[src/ebc_regs.svh]
// ebc_regs.svh: register offsets, field positions and reset values
// of the external bus cycle controller; included by its design files.
//
// Functional notes
// - five phases in fixed order every cycle
// - phase lengths come from per-select timing registers
// - address setup one or two, up to five
// - changed window adds zero to three setup periods
// - command delay 0..3, access 1..32 periods
// - write setup or tristate phase 0 or 1
// - hold phase lasts 0..3 periods
// - enabled handshake stretches the access phase
// - inactive handshake inserts a wait, resamples
// - active handshake terminates the bus cycle
// - sync and async modes sample differently
// - minimum access periods pass before sampling
`ifndef EBC_REGS_SVH
`define EBC_REGS_SVH

// axi4-lite map, byte addresses
`define EBC_TCFG_BASE  8'h00
`define EBC_STAT_OFS   8'h40

// timing register fields
`define EBC_F_ASET     0
`define EBC_F_WEXT     2:1
`define EBC_F_CMD      4:3
`define EBC_F_WSET     5
`define EBC_F_ACC      10:6
`define EBC_F_HOLD     12:11
`define EBC_F_HSEN     13
`define EBC_F_HSASYNC  14
`define EBC_TCFG_MASK  16'h7FFF
`define EBC_TCFG_RST   16'h0000

// status register fields
`define EBC_S_PHASE    2:0
`define EBC_S_BUSY     3
`define EBC_S_CS       7:4
`define EBC_S_HSCNT    31:16

// axi responses
`define EBC_RESP_OKAY  2'h0
`define EBC_RESP_DEC   2'h3

`endif

[src/ebc_pkg.sv]
// ebc_pkg: types of the external bus cycle controller.
// assumes nothing beyond a SystemVerilog compiler.
package ebc_pkg;

	typedef enum logic [2:0] {
		PH_IDLE,
		PH_ADDR,
		PH_CMD,
		PH_WSET,
		PH_ACC,
		PH_HS,
		PH_HOLD
	} ebc_phase_e;

endpackage : ebc_pkg

[src/ebc_sync.sv]
// ebc_sync: three-stage input synchroniser with agreement filter.
// assumes a level input from outside the aclk domain.
`timescale 1ns/1ps
module ebc_sync (
	// clock and reset
	input  wire logic aclk,
	input  wire logic aresetn,
	// level in and out
	input  wire logic din,
	output logic      dout
);
	logic [2:0] sh_q;
	logic [2:0] sh_d;
	logic       out_q;
	logic       out_d;

	// first stage feeds only the second
	always_comb
	begin
		sh_d  = {sh_q[1:0], din};
		out_d = (sh_q[1] == sh_q[2]) ? sh_q[2] : out_q;
	end

	always_ff @(posedge aclk)
	begin
		if (!aresetn)
		begin
			sh_q  <= 3'h0;
			out_q <= 1'b0;
		end
		else
		begin
			sh_q  <= sh_d;
			out_q <= out_d;
		end
	end

	assign dout = out_q;
endmodule : ebc_sync

[src/ebc_phase_cnt.sv]
// ebc_phase_cnt: down counter that times one bus cycle phase.
// assumes load is a single-cycle pulse on phase entry.
`timescale 1ns/1ps
module ebc_phase_cnt #(
	parameter int W = 6
)(
	// clock and reset
	input  wire logic         aclk,
	input  wire logic         aresetn,
	// control
	input  wire logic         load,
	input  wire logic [W-1:0] load_val,
	output logic              last
);
	logic [W-1:0] cnt_q;
	logic [W-1:0] cnt_d;

	// one count per system clock period
	always_comb
	begin
		if (load)
			cnt_d = load_val;
		else if (cnt_q != '0)
			cnt_d = cnt_q - W'(1);
		else
			cnt_d = cnt_q;
	end

	always_ff @(posedge aclk)
	begin
		if (!aresetn)
			cnt_q <= '0;
		else
			cnt_q <= cnt_d;
	end

	assign last = (cnt_q <= W'(1));
endmodule : ebc_phase_cnt

[src/ebc_bus_ctrl.sv]
// ebc_bus_ctrl: external bus cycle sequencer with axi4-lite timing regs.
// assumes one aclk domain; ready pin is asynchronous, data pins are not.
`timescale 1ns/1ps
`include "ebc_regs.svh"
module ebc_bus_ctrl #(
	parameter int CSW = 2,
	parameter int AW  = 24,
	parameter int DW  = 16
)(
	// clock and reset
	input  wire logic                 aclk,
	input  wire logic                 aresetn,
	// axi4-lite write
	input  wire logic [7:0]           s_axi_awaddr,
	input  wire logic                 s_axi_awvalid,
	output logic                      s_axi_awready,
	input  wire logic [31:0]          s_axi_wdata,
	input  wire logic [3:0]           s_axi_wstrb,
	input  wire logic                 s_axi_wvalid,
	output logic                      s_axi_wready,
	output logic [1:0]                s_axi_bresp,
	output logic                      s_axi_bvalid,
	input  wire logic                 s_axi_bready,
	// axi4-lite read
	input  wire logic [7:0]           s_axi_araddr,
	input  wire logic                 s_axi_arvalid,
	output logic                      s_axi_arready,
	output logic [31:0]               s_axi_rdata,
	output logic [1:0]                s_axi_rresp,
	output logic                      s_axi_rvalid,
	input  wire logic                 s_axi_rready,
	// bus cycle request
	input  wire logic                 req_valid,
	output logic                      req_ready,
	input  wire logic                 req_write,
	input  wire logic [CSW-1:0]       req_cs,
	input  wire logic [AW-1:0]        req_addr,
	input  wire logic [DW-1:0]        req_wdata,
	output logic                      resp_valid,
	output logic [DW-1:0]             resp_rdata,
	// external bus pins
	output logic [AW-1:0]             bus_addr,
	output logic [(1<<CSW)-1:0]       bus_cs_n,
	output logic                      bus_rd_n,
	output logic                      bus_wr_n,
	output logic [DW-1:0]             bus_data_o,
	output logic                      bus_data_oe,
	input  wire logic [DW-1:0]        bus_data_i,
	input  wire logic                 bus_ready
);
	localparam int NCS = 1 << CSW;

	// register file
	logic [15:0]     tcfg_q [NCS];
	logic [15:0]     tcfg_d [NCS];
	logic            aw_q, aw_d, w_q, w_d, bv_q, bv_d, rv_q, rv_d;
	logic [7:0]      awa_q, awa_d;
	logic [15:0]     wd_q, wd_d;
	logic [1:0]      ws_q, ws_d, br_q, br_d, rr_q, rr_d;
	logic [31:0]     rd_q, rd_d;
	logic            wr_go;
	logic [31:0]     stat;

	// sequencer
	ebc_pkg::ebc_phase_e st_q, st_d;
	logic [CSW-1:0]  cs_q, cs_d, pcs_q, pcs_d;
	logic            pv_q, pv_d, wr_q, wr_d;
	logic [AW-1:0]   ad_q, ad_d;
	logic [DW-1:0]   wdt_q, wdt_d, rdt_q, rdt_d;
	logic [15:0]     cfg_q, cfg_d, hsc_q, hsc_d;
	logic [2:0]      alen_q, alen_d;
	logic            rsp_q, rsp_d, ld, cnt_last, hs_ok, fin;
	logic [5:0]      ld_val;
	ebc_pkg::ebc_phase_e end_ph;

	// pins
	logic [AW-1:0]   pa_q, pa_d;
	logic [NCS-1:0]  pcsn_q, pcsn_d;
	logic            prd_q, prd_d, pwr_q, pwr_d, poe_q, poe_d;
	logic [DW-1:0]   po_q, po_d;

	// write channel: aw and w taken in either order, one write at a time
	assign s_axi_awready = !aw_q && !bv_q;
	assign s_axi_wready  = !w_q && !bv_q;
	assign wr_go         = aw_q && w_q && !bv_q;

	always_comb
	begin
		aw_d  = aw_q;
		w_d   = w_q;
		awa_d = awa_q;
		wd_d  = wd_q;
		ws_d  = ws_q;
		bv_d  = bv_q;
		br_d  = br_q;
		if (s_axi_awvalid && s_axi_awready)
		begin
			aw_d  = 1'b1;
			awa_d = s_axi_awaddr;
		end
		if (s_axi_wvalid && s_axi_wready)
		begin
			w_d  = 1'b1;
			wd_d = s_axi_wdata[15:0];
			ws_d = s_axi_wstrb[1:0];
		end
		if (wr_go)
		begin
			aw_d = 1'b0;
			w_d  = 1'b0;
			bv_d = 1'b1;
			if (awa_q[7:2] < 6'(NCS) || awa_q == `EBC_STAT_OFS)
				br_d = `EBC_RESP_OKAY;
			else
				br_d = `EBC_RESP_DEC;
		end
		else if (bv_q && s_axi_bready)
			bv_d = 1'b0;
	end

	// one timing register per chip select; status writes are ignored
	genvar gi;
	generate
		for (gi = 0; gi < NCS; gi++)
		begin : g_tcfg
			always_comb
			begin
				tcfg_d[gi] = tcfg_q[gi];
				if (wr_go && awa_q[7:2] == 6'(gi))
				begin
					if (ws_q[0])
						tcfg_d[gi][7:0] = wd_q[7:0];
					if (ws_q[1])
						tcfg_d[gi][15:8] = wd_q[15:8];
					tcfg_d[gi] = tcfg_d[gi] & `EBC_TCFG_MASK;
				end
			end

			always_ff @(posedge aclk)
			begin
				if (!aresetn)
					tcfg_q[gi] <= `EBC_TCFG_RST;
				else
					tcfg_q[gi] <= tcfg_d[gi];
			end
		end
	endgenerate

	// status word
	always_comb
	begin
		stat                 = 32'h0000_0000;
		stat[`EBC_S_PHASE]   = st_q;
		stat[`EBC_S_BUSY]    = (st_q != ebc_pkg::PH_IDLE);
		stat[`EBC_S_CS]      = 4'(cs_q);
		stat[`EBC_S_HSCNT]   = hsc_q;
	end

	// read channel: answer one cycle after the address is taken
	assign s_axi_arready = !rv_q;

	always_comb
	begin
		rv_d = rv_q;
		rd_d = rd_q;
		rr_d = rr_q;
		if (s_axi_arvalid && s_axi_arready)
		begin
			rv_d = 1'b1;
			rr_d = `EBC_RESP_OKAY;
			if (s_axi_araddr == `EBC_STAT_OFS)
				rd_d = stat;
			else if (s_axi_araddr[7:2] < 6'(NCS))
				rd_d = {16'h0000, tcfg_q[s_axi_araddr[CSW+1:2]]};
			else
			begin
				rd_d = 32'h0000_0000;
				rr_d = `EBC_RESP_DEC;
			end
		end
		else if (rv_q && s_axi_rready)
			rv_d = 1'b0;
	end

	always_ff @(posedge aclk)
	begin
		if (!aresetn)
		begin
			aw_q  <= 1'b0;
			w_q   <= 1'b0;
			bv_q  <= 1'b0;
			rv_q  <= 1'b0;
			awa_q <= 8'h00;
			wd_q  <= 16'h0000;
			ws_q  <= 2'h0;
			br_q  <= 2'h0;
			rr_q  <= 2'h0;
			rd_q  <= 32'h0000_0000;
		end
		else
		begin
			aw_q  <= aw_d;
			w_q   <= w_d;
			bv_q  <= bv_d;
			rv_q  <= rv_d;
			awa_q <= awa_d;
			wd_q  <= wd_d;
			ws_q  <= ws_d;
			br_q  <= br_d;
			rr_q  <= rr_d;
			rd_q  <= rd_d;
		end
	end

	assign s_axi_bvalid = bv_q;
	assign s_axi_bresp  = br_q;
	assign s_axi_rvalid = rv_q;
	assign s_axi_rresp  = rr_q;
	assign s_axi_rdata  = rd_q;

	// ready pin crosses into aclk; costs four periods of latency
	ebc_sync u_rdy (
		.aclk    (aclk),
		.aresetn (aresetn),
		.din     (bus_ready),
		.dout    (hs_ok)
	);

	ebc_phase_cnt #(.W(6)) u_cnt (
		.aclk     (aclk),
		.aresetn  (aresetn),
		.load     (ld),
		.load_val (ld_val),
		.last     (cnt_last)
	);

	// sequencer; config is latched per cycle so software writes never
	// disturb a cycle in flight
	assign req_ready = (st_q == ebc_pkg::PH_IDLE);
	assign end_ph    = (cfg_q[`EBC_F_HOLD] != 2'h0) ? ebc_pkg::PH_HOLD
	                                                 : ebc_pkg::PH_IDLE;

	always_comb
	begin
		st_d   = st_q;
		cs_d   = cs_q;
		pcs_d  = pcs_q;
		pv_d   = pv_q;
		wr_d   = wr_q;
		ad_d   = ad_q;
		wdt_d  = wdt_q;
		rdt_d  = rdt_q;
		cfg_d  = cfg_q;
		alen_d = alen_q;
		hsc_d  = hsc_q;
		fin    = 1'b0;
		case (st_q)
			ebc_pkg::PH_IDLE:
				if (req_valid)
				begin
					st_d   = ebc_pkg::PH_ADDR;
					cs_d   = req_cs;
					wr_d   = req_write;
					ad_d   = req_addr;
					wdt_d  = req_wdata;
					cfg_d  = tcfg_q[req_cs];
					pcs_d  = req_cs;
					pv_d   = 1'b1;
					alen_d = 3'h1 + 3'(tcfg_q[req_cs][`EBC_F_ASET]);
					if (pv_q && pcs_q != req_cs)
						alen_d = alen_d + 3'(tcfg_q[req_cs][`EBC_F_WEXT]);
				end
			ebc_pkg::PH_ADDR:
				if (cnt_last)
				begin
					if (cfg_q[`EBC_F_CMD] != 2'h0)
						st_d = ebc_pkg::PH_CMD;
					else if (cfg_q[`EBC_F_WSET])
						st_d = ebc_pkg::PH_WSET;
					else
						st_d = ebc_pkg::PH_ACC;
				end
			ebc_pkg::PH_CMD:
				if (cnt_last)
					st_d = cfg_q[`EBC_F_WSET] ? ebc_pkg::PH_WSET : ebc_pkg::PH_ACC;
			ebc_pkg::PH_WSET:
				st_d = ebc_pkg::PH_ACC;
			ebc_pkg::PH_ACC:
				if (cnt_last)
				begin
					// async mode samples one period later than sync
					if (cfg_q[`EBC_F_HSEN] && (cfg_q[`EBC_F_HSASYNC] || !hs_ok))
						st_d = ebc_pkg::PH_HS;
					else
					begin
						st_d  = end_ph;
						rdt_d = bus_data_i;
					end
				end
			ebc_pkg::PH_HS:
			begin
				if (hs_ok)
				begin
					st_d  = end_ph;
					rdt_d = bus_data_i;
				end
			end
			ebc_pkg::PH_HOLD:
				if (cnt_last)
					st_d = ebc_pkg::PH_IDLE;
			default:
				st_d = ebc_pkg::PH_IDLE;
		endcase
		// every period spent in the wait phase counts, the first one too
		if (st_d == ebc_pkg::PH_HS && hsc_q != 16'hFFFF)
			hsc_d = hsc_q + 16'h0001;
		if (st_q != ebc_pkg::PH_IDLE && st_d == ebc_pkg::PH_IDLE)
			fin = 1'b1;
		rsp_d = fin;
	end

	// counter load on every phase entry
	always_comb
	begin
		ld     = (st_d != st_q);
		ld_val = 6'h01;
		case (st_d)
			ebc_pkg::PH_ADDR: ld_val = 6'(alen_d);
			ebc_pkg::PH_CMD:  ld_val = 6'(cfg_d[`EBC_F_CMD]);
			ebc_pkg::PH_ACC:  ld_val = 6'(cfg_d[`EBC_F_ACC]) + 6'h01;
			ebc_pkg::PH_HOLD: ld_val = 6'(cfg_d[`EBC_F_HOLD]);
			default:          ld_val = 6'h01;
		endcase
	end

	// pins follow the next phase so they come straight from flops
	always_comb
	begin
		pa_d   = (st_d == ebc_pkg::PH_IDLE) ? '0 : ad_d;
		pcsn_d = '1;
		if (st_d != ebc_pkg::PH_IDLE)
			pcsn_d[cs_d] = 1'b0;
		prd_d = !(!wr_d && (st_d == ebc_pkg::PH_ACC || st_d == ebc_pkg::PH_HS));
		pwr_d = !(wr_d && (st_d == ebc_pkg::PH_ACC || st_d == ebc_pkg::PH_HS));
		poe_d = wr_d && (st_d == ebc_pkg::PH_WSET || st_d == ebc_pkg::PH_ACC ||
		                 st_d == ebc_pkg::PH_HS || st_d == ebc_pkg::PH_HOLD);
		po_d  = poe_d ? wdt_d : '0;
	end

	always_ff @(posedge aclk)
	begin
		if (!aresetn)
		begin
			st_q   <= ebc_pkg::PH_IDLE;
			cs_q   <= '0;
			pcs_q  <= '0;
			pv_q   <= 1'b0;
			wr_q   <= 1'b0;
			ad_q   <= '0;
			wdt_q  <= '0;
			rdt_q  <= '0;
			cfg_q  <= 16'h0000;
			alen_q <= 3'h1;
			hsc_q  <= 16'h0000;
			rsp_q  <= 1'b0;
			pa_q   <= '0;
			pcsn_q <= '1;
			prd_q  <= 1'b1;
			pwr_q  <= 1'b1;
			poe_q  <= 1'b0;
			po_q   <= '0;
		end
		else
		begin
			st_q   <= st_d;
			cs_q   <= cs_d;
			pcs_q  <= pcs_d;
			pv_q   <= pv_d;
			wr_q   <= wr_d;
			ad_q   <= ad_d;
			wdt_q  <= wdt_d;
			rdt_q  <= rdt_d;
			cfg_q  <= cfg_d;
			alen_q <= alen_d;
			hsc_q  <= hsc_d;
			rsp_q  <= rsp_d;
			pa_q   <= pa_d;
			pcsn_q <= pcsn_d;
			prd_q  <= prd_d;
			pwr_q  <= pwr_d;
			poe_q  <= poe_d;
			po_q   <= po_d;
		end
	end

	assign resp_valid  = rsp_q;
	assign resp_rdata  = rdt_q;
	assign bus_addr    = pa_q;
	assign bus_cs_n    = pcsn_q;
	assign bus_rd_n    = prd_q;
	assign bus_wr_n    = pwr_q;
	assign bus_data_o  = po_q;
	assign bus_data_oe = poe_q;

	// cycles spent in the current phase, for checking only
	logic [5:0] run_q;
	always_ff @(posedge aclk)
	begin
		if (!aresetn)
			run_q <= 6'h00;
		else
			run_q <= (st_d == st_q) ? run_q + 6'h01 : 6'h00;
	end
endmodule : ebc_bus_ctrl

[config.mk]
export PLATFORM = sky130hd
export DESIGN_NAME = ebc_bus_ctrl
export DESIGN_NICKNAME = d
export VERILOG_FILES = /design/src/ebc_pkg.sv /design/src/ebc_sync.sv /design/src/ebc_phase_cnt.sv /design/src/ebc_bus_ctrl.sv
export VERILOG_INCLUDE_DIRS = /design/src /design/src/src
export SDC_FILE = /design/constraint.sdc
export NUM_CORES = 1
export LEC_CHECK = 0
export BUFFER_PORTS_ARGS = -buffer_cell sky130_fd_sc_hd__buf_2
export CAP_MARGIN = 0
export CORE_ASPECT_RATIO = 1.4
export CORE_MARGIN = 2
export CORE_UTILIZATION = 35
export DETAILED_ROUTE_END_ITERATION = 10
export PLACE_DENSITY = 0.6
export SETUP_SLACK_MARGIN = 0.1
export SLEW_MARGIN = 15
export SYNTH_ARGS = -nofsm -noshare
export SYNTH_HDL_FRONTEND = slang
export SYNTH_SLANG_ARGS = --single-unit
[constraint.sdc]
create_clock -name aclk -period 4.2 [get_ports aclk]
set_clock_uncertainty 0.1 [all_clocks]
set_input_delay 0.21 -clock aclk [delete_from_list [all_inputs] [get_ports aclk]]
set_output_delay 0.21 -clock aclk [all_outputs]
set_load 0.01 [all_outputs]
==> reports/summary.txt <==
clock buffer depth: 3
layout cells sized above 1: 22.23%
reg2reg start: st_q[0]$_SDFF_PN0_
period utilization: 77.52%
unique cell type count in the Yosys netlist: 67
Achievable Freq: 307.2 MHz
Setup-failing EPs final: 0
YS warnings: 0
Slew HR: 33.17%
CTS Buf Count: 28
Syn Inst Count: 1,108
CP bufs+invs: 0
starting density of the core: 35.62%
CTS Root Cell: clkbuf_16
Tmin final: 3.256 ns
mean post-synth cell area: 10.45 um^2
number of synthesized register bits: 276
n_diodes: 0
CP max stage cell: nand2_1
TritonCTS Sinks: 276
routed len/inst: 14.99 um
CTS tree: yes
Hold WS: 0.03031 ns
area of the die: 34,560 um^2
Worst path top cell family by delay: simple AND/OR/NAND/NOR gates
setup TNS: 0 ns
FF+latch area: 6126 um^2
Reg clk slew, reported paths: 0.06 ns
Leakage: 6.047 nW
Vias/cell: 4.662
CP Cell Sequence: nor4b_1, o21bai_1, o311a_1, o21ai_1, nor2_1, nand2_1, nand4_1
Post-synth EDFFs: 60
Worst setup SP type: flop
FF-to-FF path depth: 7
RSZ-0062 raised after global routing: false
number of setup buffers added after CTS: 0
Resize count post-CTS: 0
dominant synthesized flop cell: dfxtp_1
depth of the worst hold-timing path: 5
P&R area growth vs syn: 27.27%
count of pins over their slew limit: 0
Mapped Nets: 1,234
Fillers: 3,091
worst skew pair latency: 0.56 ns
Max IR drop VDD: 319.6 uV
Core Footprint: 32,500 um^2
CP Class: reg2reg
DRC violations left: 0
total global routing overflow: 0
hold buffers post-CTS: 87
area of the multi-input gates: 5097 um^2
status: finished, final reports clean
HPWL Detailed: 18,910 um
WP data required: 4.49 ns
Synth Cell Area: 11,570 um^2
HP Start: s_axi_araddr[7]
Final Hold Vio Count: 0
io pins: 226
remaining antenna violation count after routing: 0
CP Launch Point: st_q[0]$_SDFF_PN0_
initial antenna violation count: 1
utilization after layout: 45.33%
first drt pass iteration count: 4
first-pass GRT wire length: 43,620 um
PnR Total Power: 7.460 mW
1st-iter DRT viols: 360
Slew @ Worst Pin: 1.002 ns
CP max stage delay: 0.72 ns
max cap viols: 0
pwr/cell area: 506.4 nW/um^2
vias after detailed routing: 8,573
Post-synth ARST share: 0%
final wirelength: 27,560 um
via count of the first global-routing pass: 8,547
layout net count: 1,503
gr usage total: 15.73%
instance count on the critical path: 7
Worst setup EP type: flop
worst hold path class: in2reg
Chip Width: 157.7 um
cell row count: 78
GPL Wtd Cong: 0.8392
CP Max Fanout: 29
DIE HEIGHT: 219.2 um
port buffer count: 205
htree depth: 1
Seq/Total Area, Yosys: 52.92%
pin count of the biggest net entering global routing: 119
Arr. time, crit path: 3.55 ns
-- power by group --
group	internal (mW)	switching, mW	leakage [nW]
registers	3.01	0.176	2.38
logic	0.770	1.14	3.25
clock network	1.31	1.05	0.421
-- sequential cells by signal, summed over array words and instances (netlist names), 4 cells and up --
name and flops:
hsc_q 16, u_cnt.cnt_q 6, s_axi_rdata 31, resp_rdata 16, bus_data_o 16, tcfg_q 60
ad_q 24, awa_q 8, wdt_q 16, wd_q 15, cfg_q 12, bus_addr 24
bus_cs_n 4
-- worst register-to-register path, cell delays in order, from the launching register on --
cell and delay, ns:
dfxtp_1 0.71, nor4b_1 0.41, o21bai_1 0.12, o311a_1 0.33
o21ai_1 0.36, nor2_1 0.16, nand2_1 0.72, nand4_1 0.18
-- Yosys cell counts, types with 18 or more instances --
library cell,count,area [um^2]
dfxtp_1,216,4324
mux4_2,30,675.7
a21boi_0,78,585.6
mux2i_1,44,440.4
edfxtp_1,60,1802
clkbuf_1,46,172.7
nor2_1,44,165.2
and2_1,107,669.4
nand3_1,34,170.2
nand2b_1,18,112.6
nand2_1,175,656.9
o21ai_0,18,90.09
nor2b_1,56,350.3
-- layer usage --
metal / part of all wire (%) / GRT usage (%)
met5: 0.029 / 0
met4: 3.0 / 6.061
met3: 4.1 / 2.251
met2: 53 / 29.72
met1: 40 / 17.52
-- cell type report --
type	count	share of cell area (%)
Clock buffer	36	5.028
Clock inverter	16	0.8238
Inverter	13	0.3312
Multi-Input combinational cell	748	34.60
Sequential cell	276	41.58
Tap cell	440	3.737
Timing Repair Buffer	310	13.90
-- cell families after synthesis --
| logic type | synth area share (%) |
|---|---|
| buffers and inverters | 3.135 |
| muxes | 9.642 |
| DFF | 52.92 |
| and+or+nand+nor | 21.84 |
| xor gates and xnor gates | 1.589 |
| other | 0.03240 |
| AOI/OAI and AO/OA | 10.13 |
| adders and majority gates | 0.7134 |
-- path summary, 6_finish.rpt --
kind | endpoint | slack, ns
max | bus_cs_n[1]$_SDFF_PN1_ | 0.94
min | s_axi_rdata[1]$_SDFFE_PN0P_ | 0.03
max reg2reg | bus_cs_n[1]$_SDFF_PN1_ | 0.94
min reg2reg | u_rdy.sh_q[1]$_SDFF_PN0_ | 0.36
-- cells in the final DEF, fill, tap and decap left out, types with 28 or more instances in the layout --
cell           synthesis  layout
nor2_1                44      44
and2_1               107     107
edfxtp_1              60      60
dlygate4sd3_1          0      87
a21boi_0              78      78
clkbuf_16              0      28
mux2i_1               44      44
nand2_1              175     175
nor2b_1               56      55
dfxtp_1              216     216
mux4_2                30      30
buf_2                 11     204
nand3_1               34      34
-- through the flow --
step	setup WS [ns]	instance area, um^2	instances
after detailed placement	0.9483	13000	1700
after floorplan	1.289	11570	1108
after global placement	0.9472	13000	1700
final	0.9443	14730	1839
after CTS	0.9196	14730	1839
after global routing	0.6889	14730	1839
Note: power is estimated with default switching activity, not from simulation.
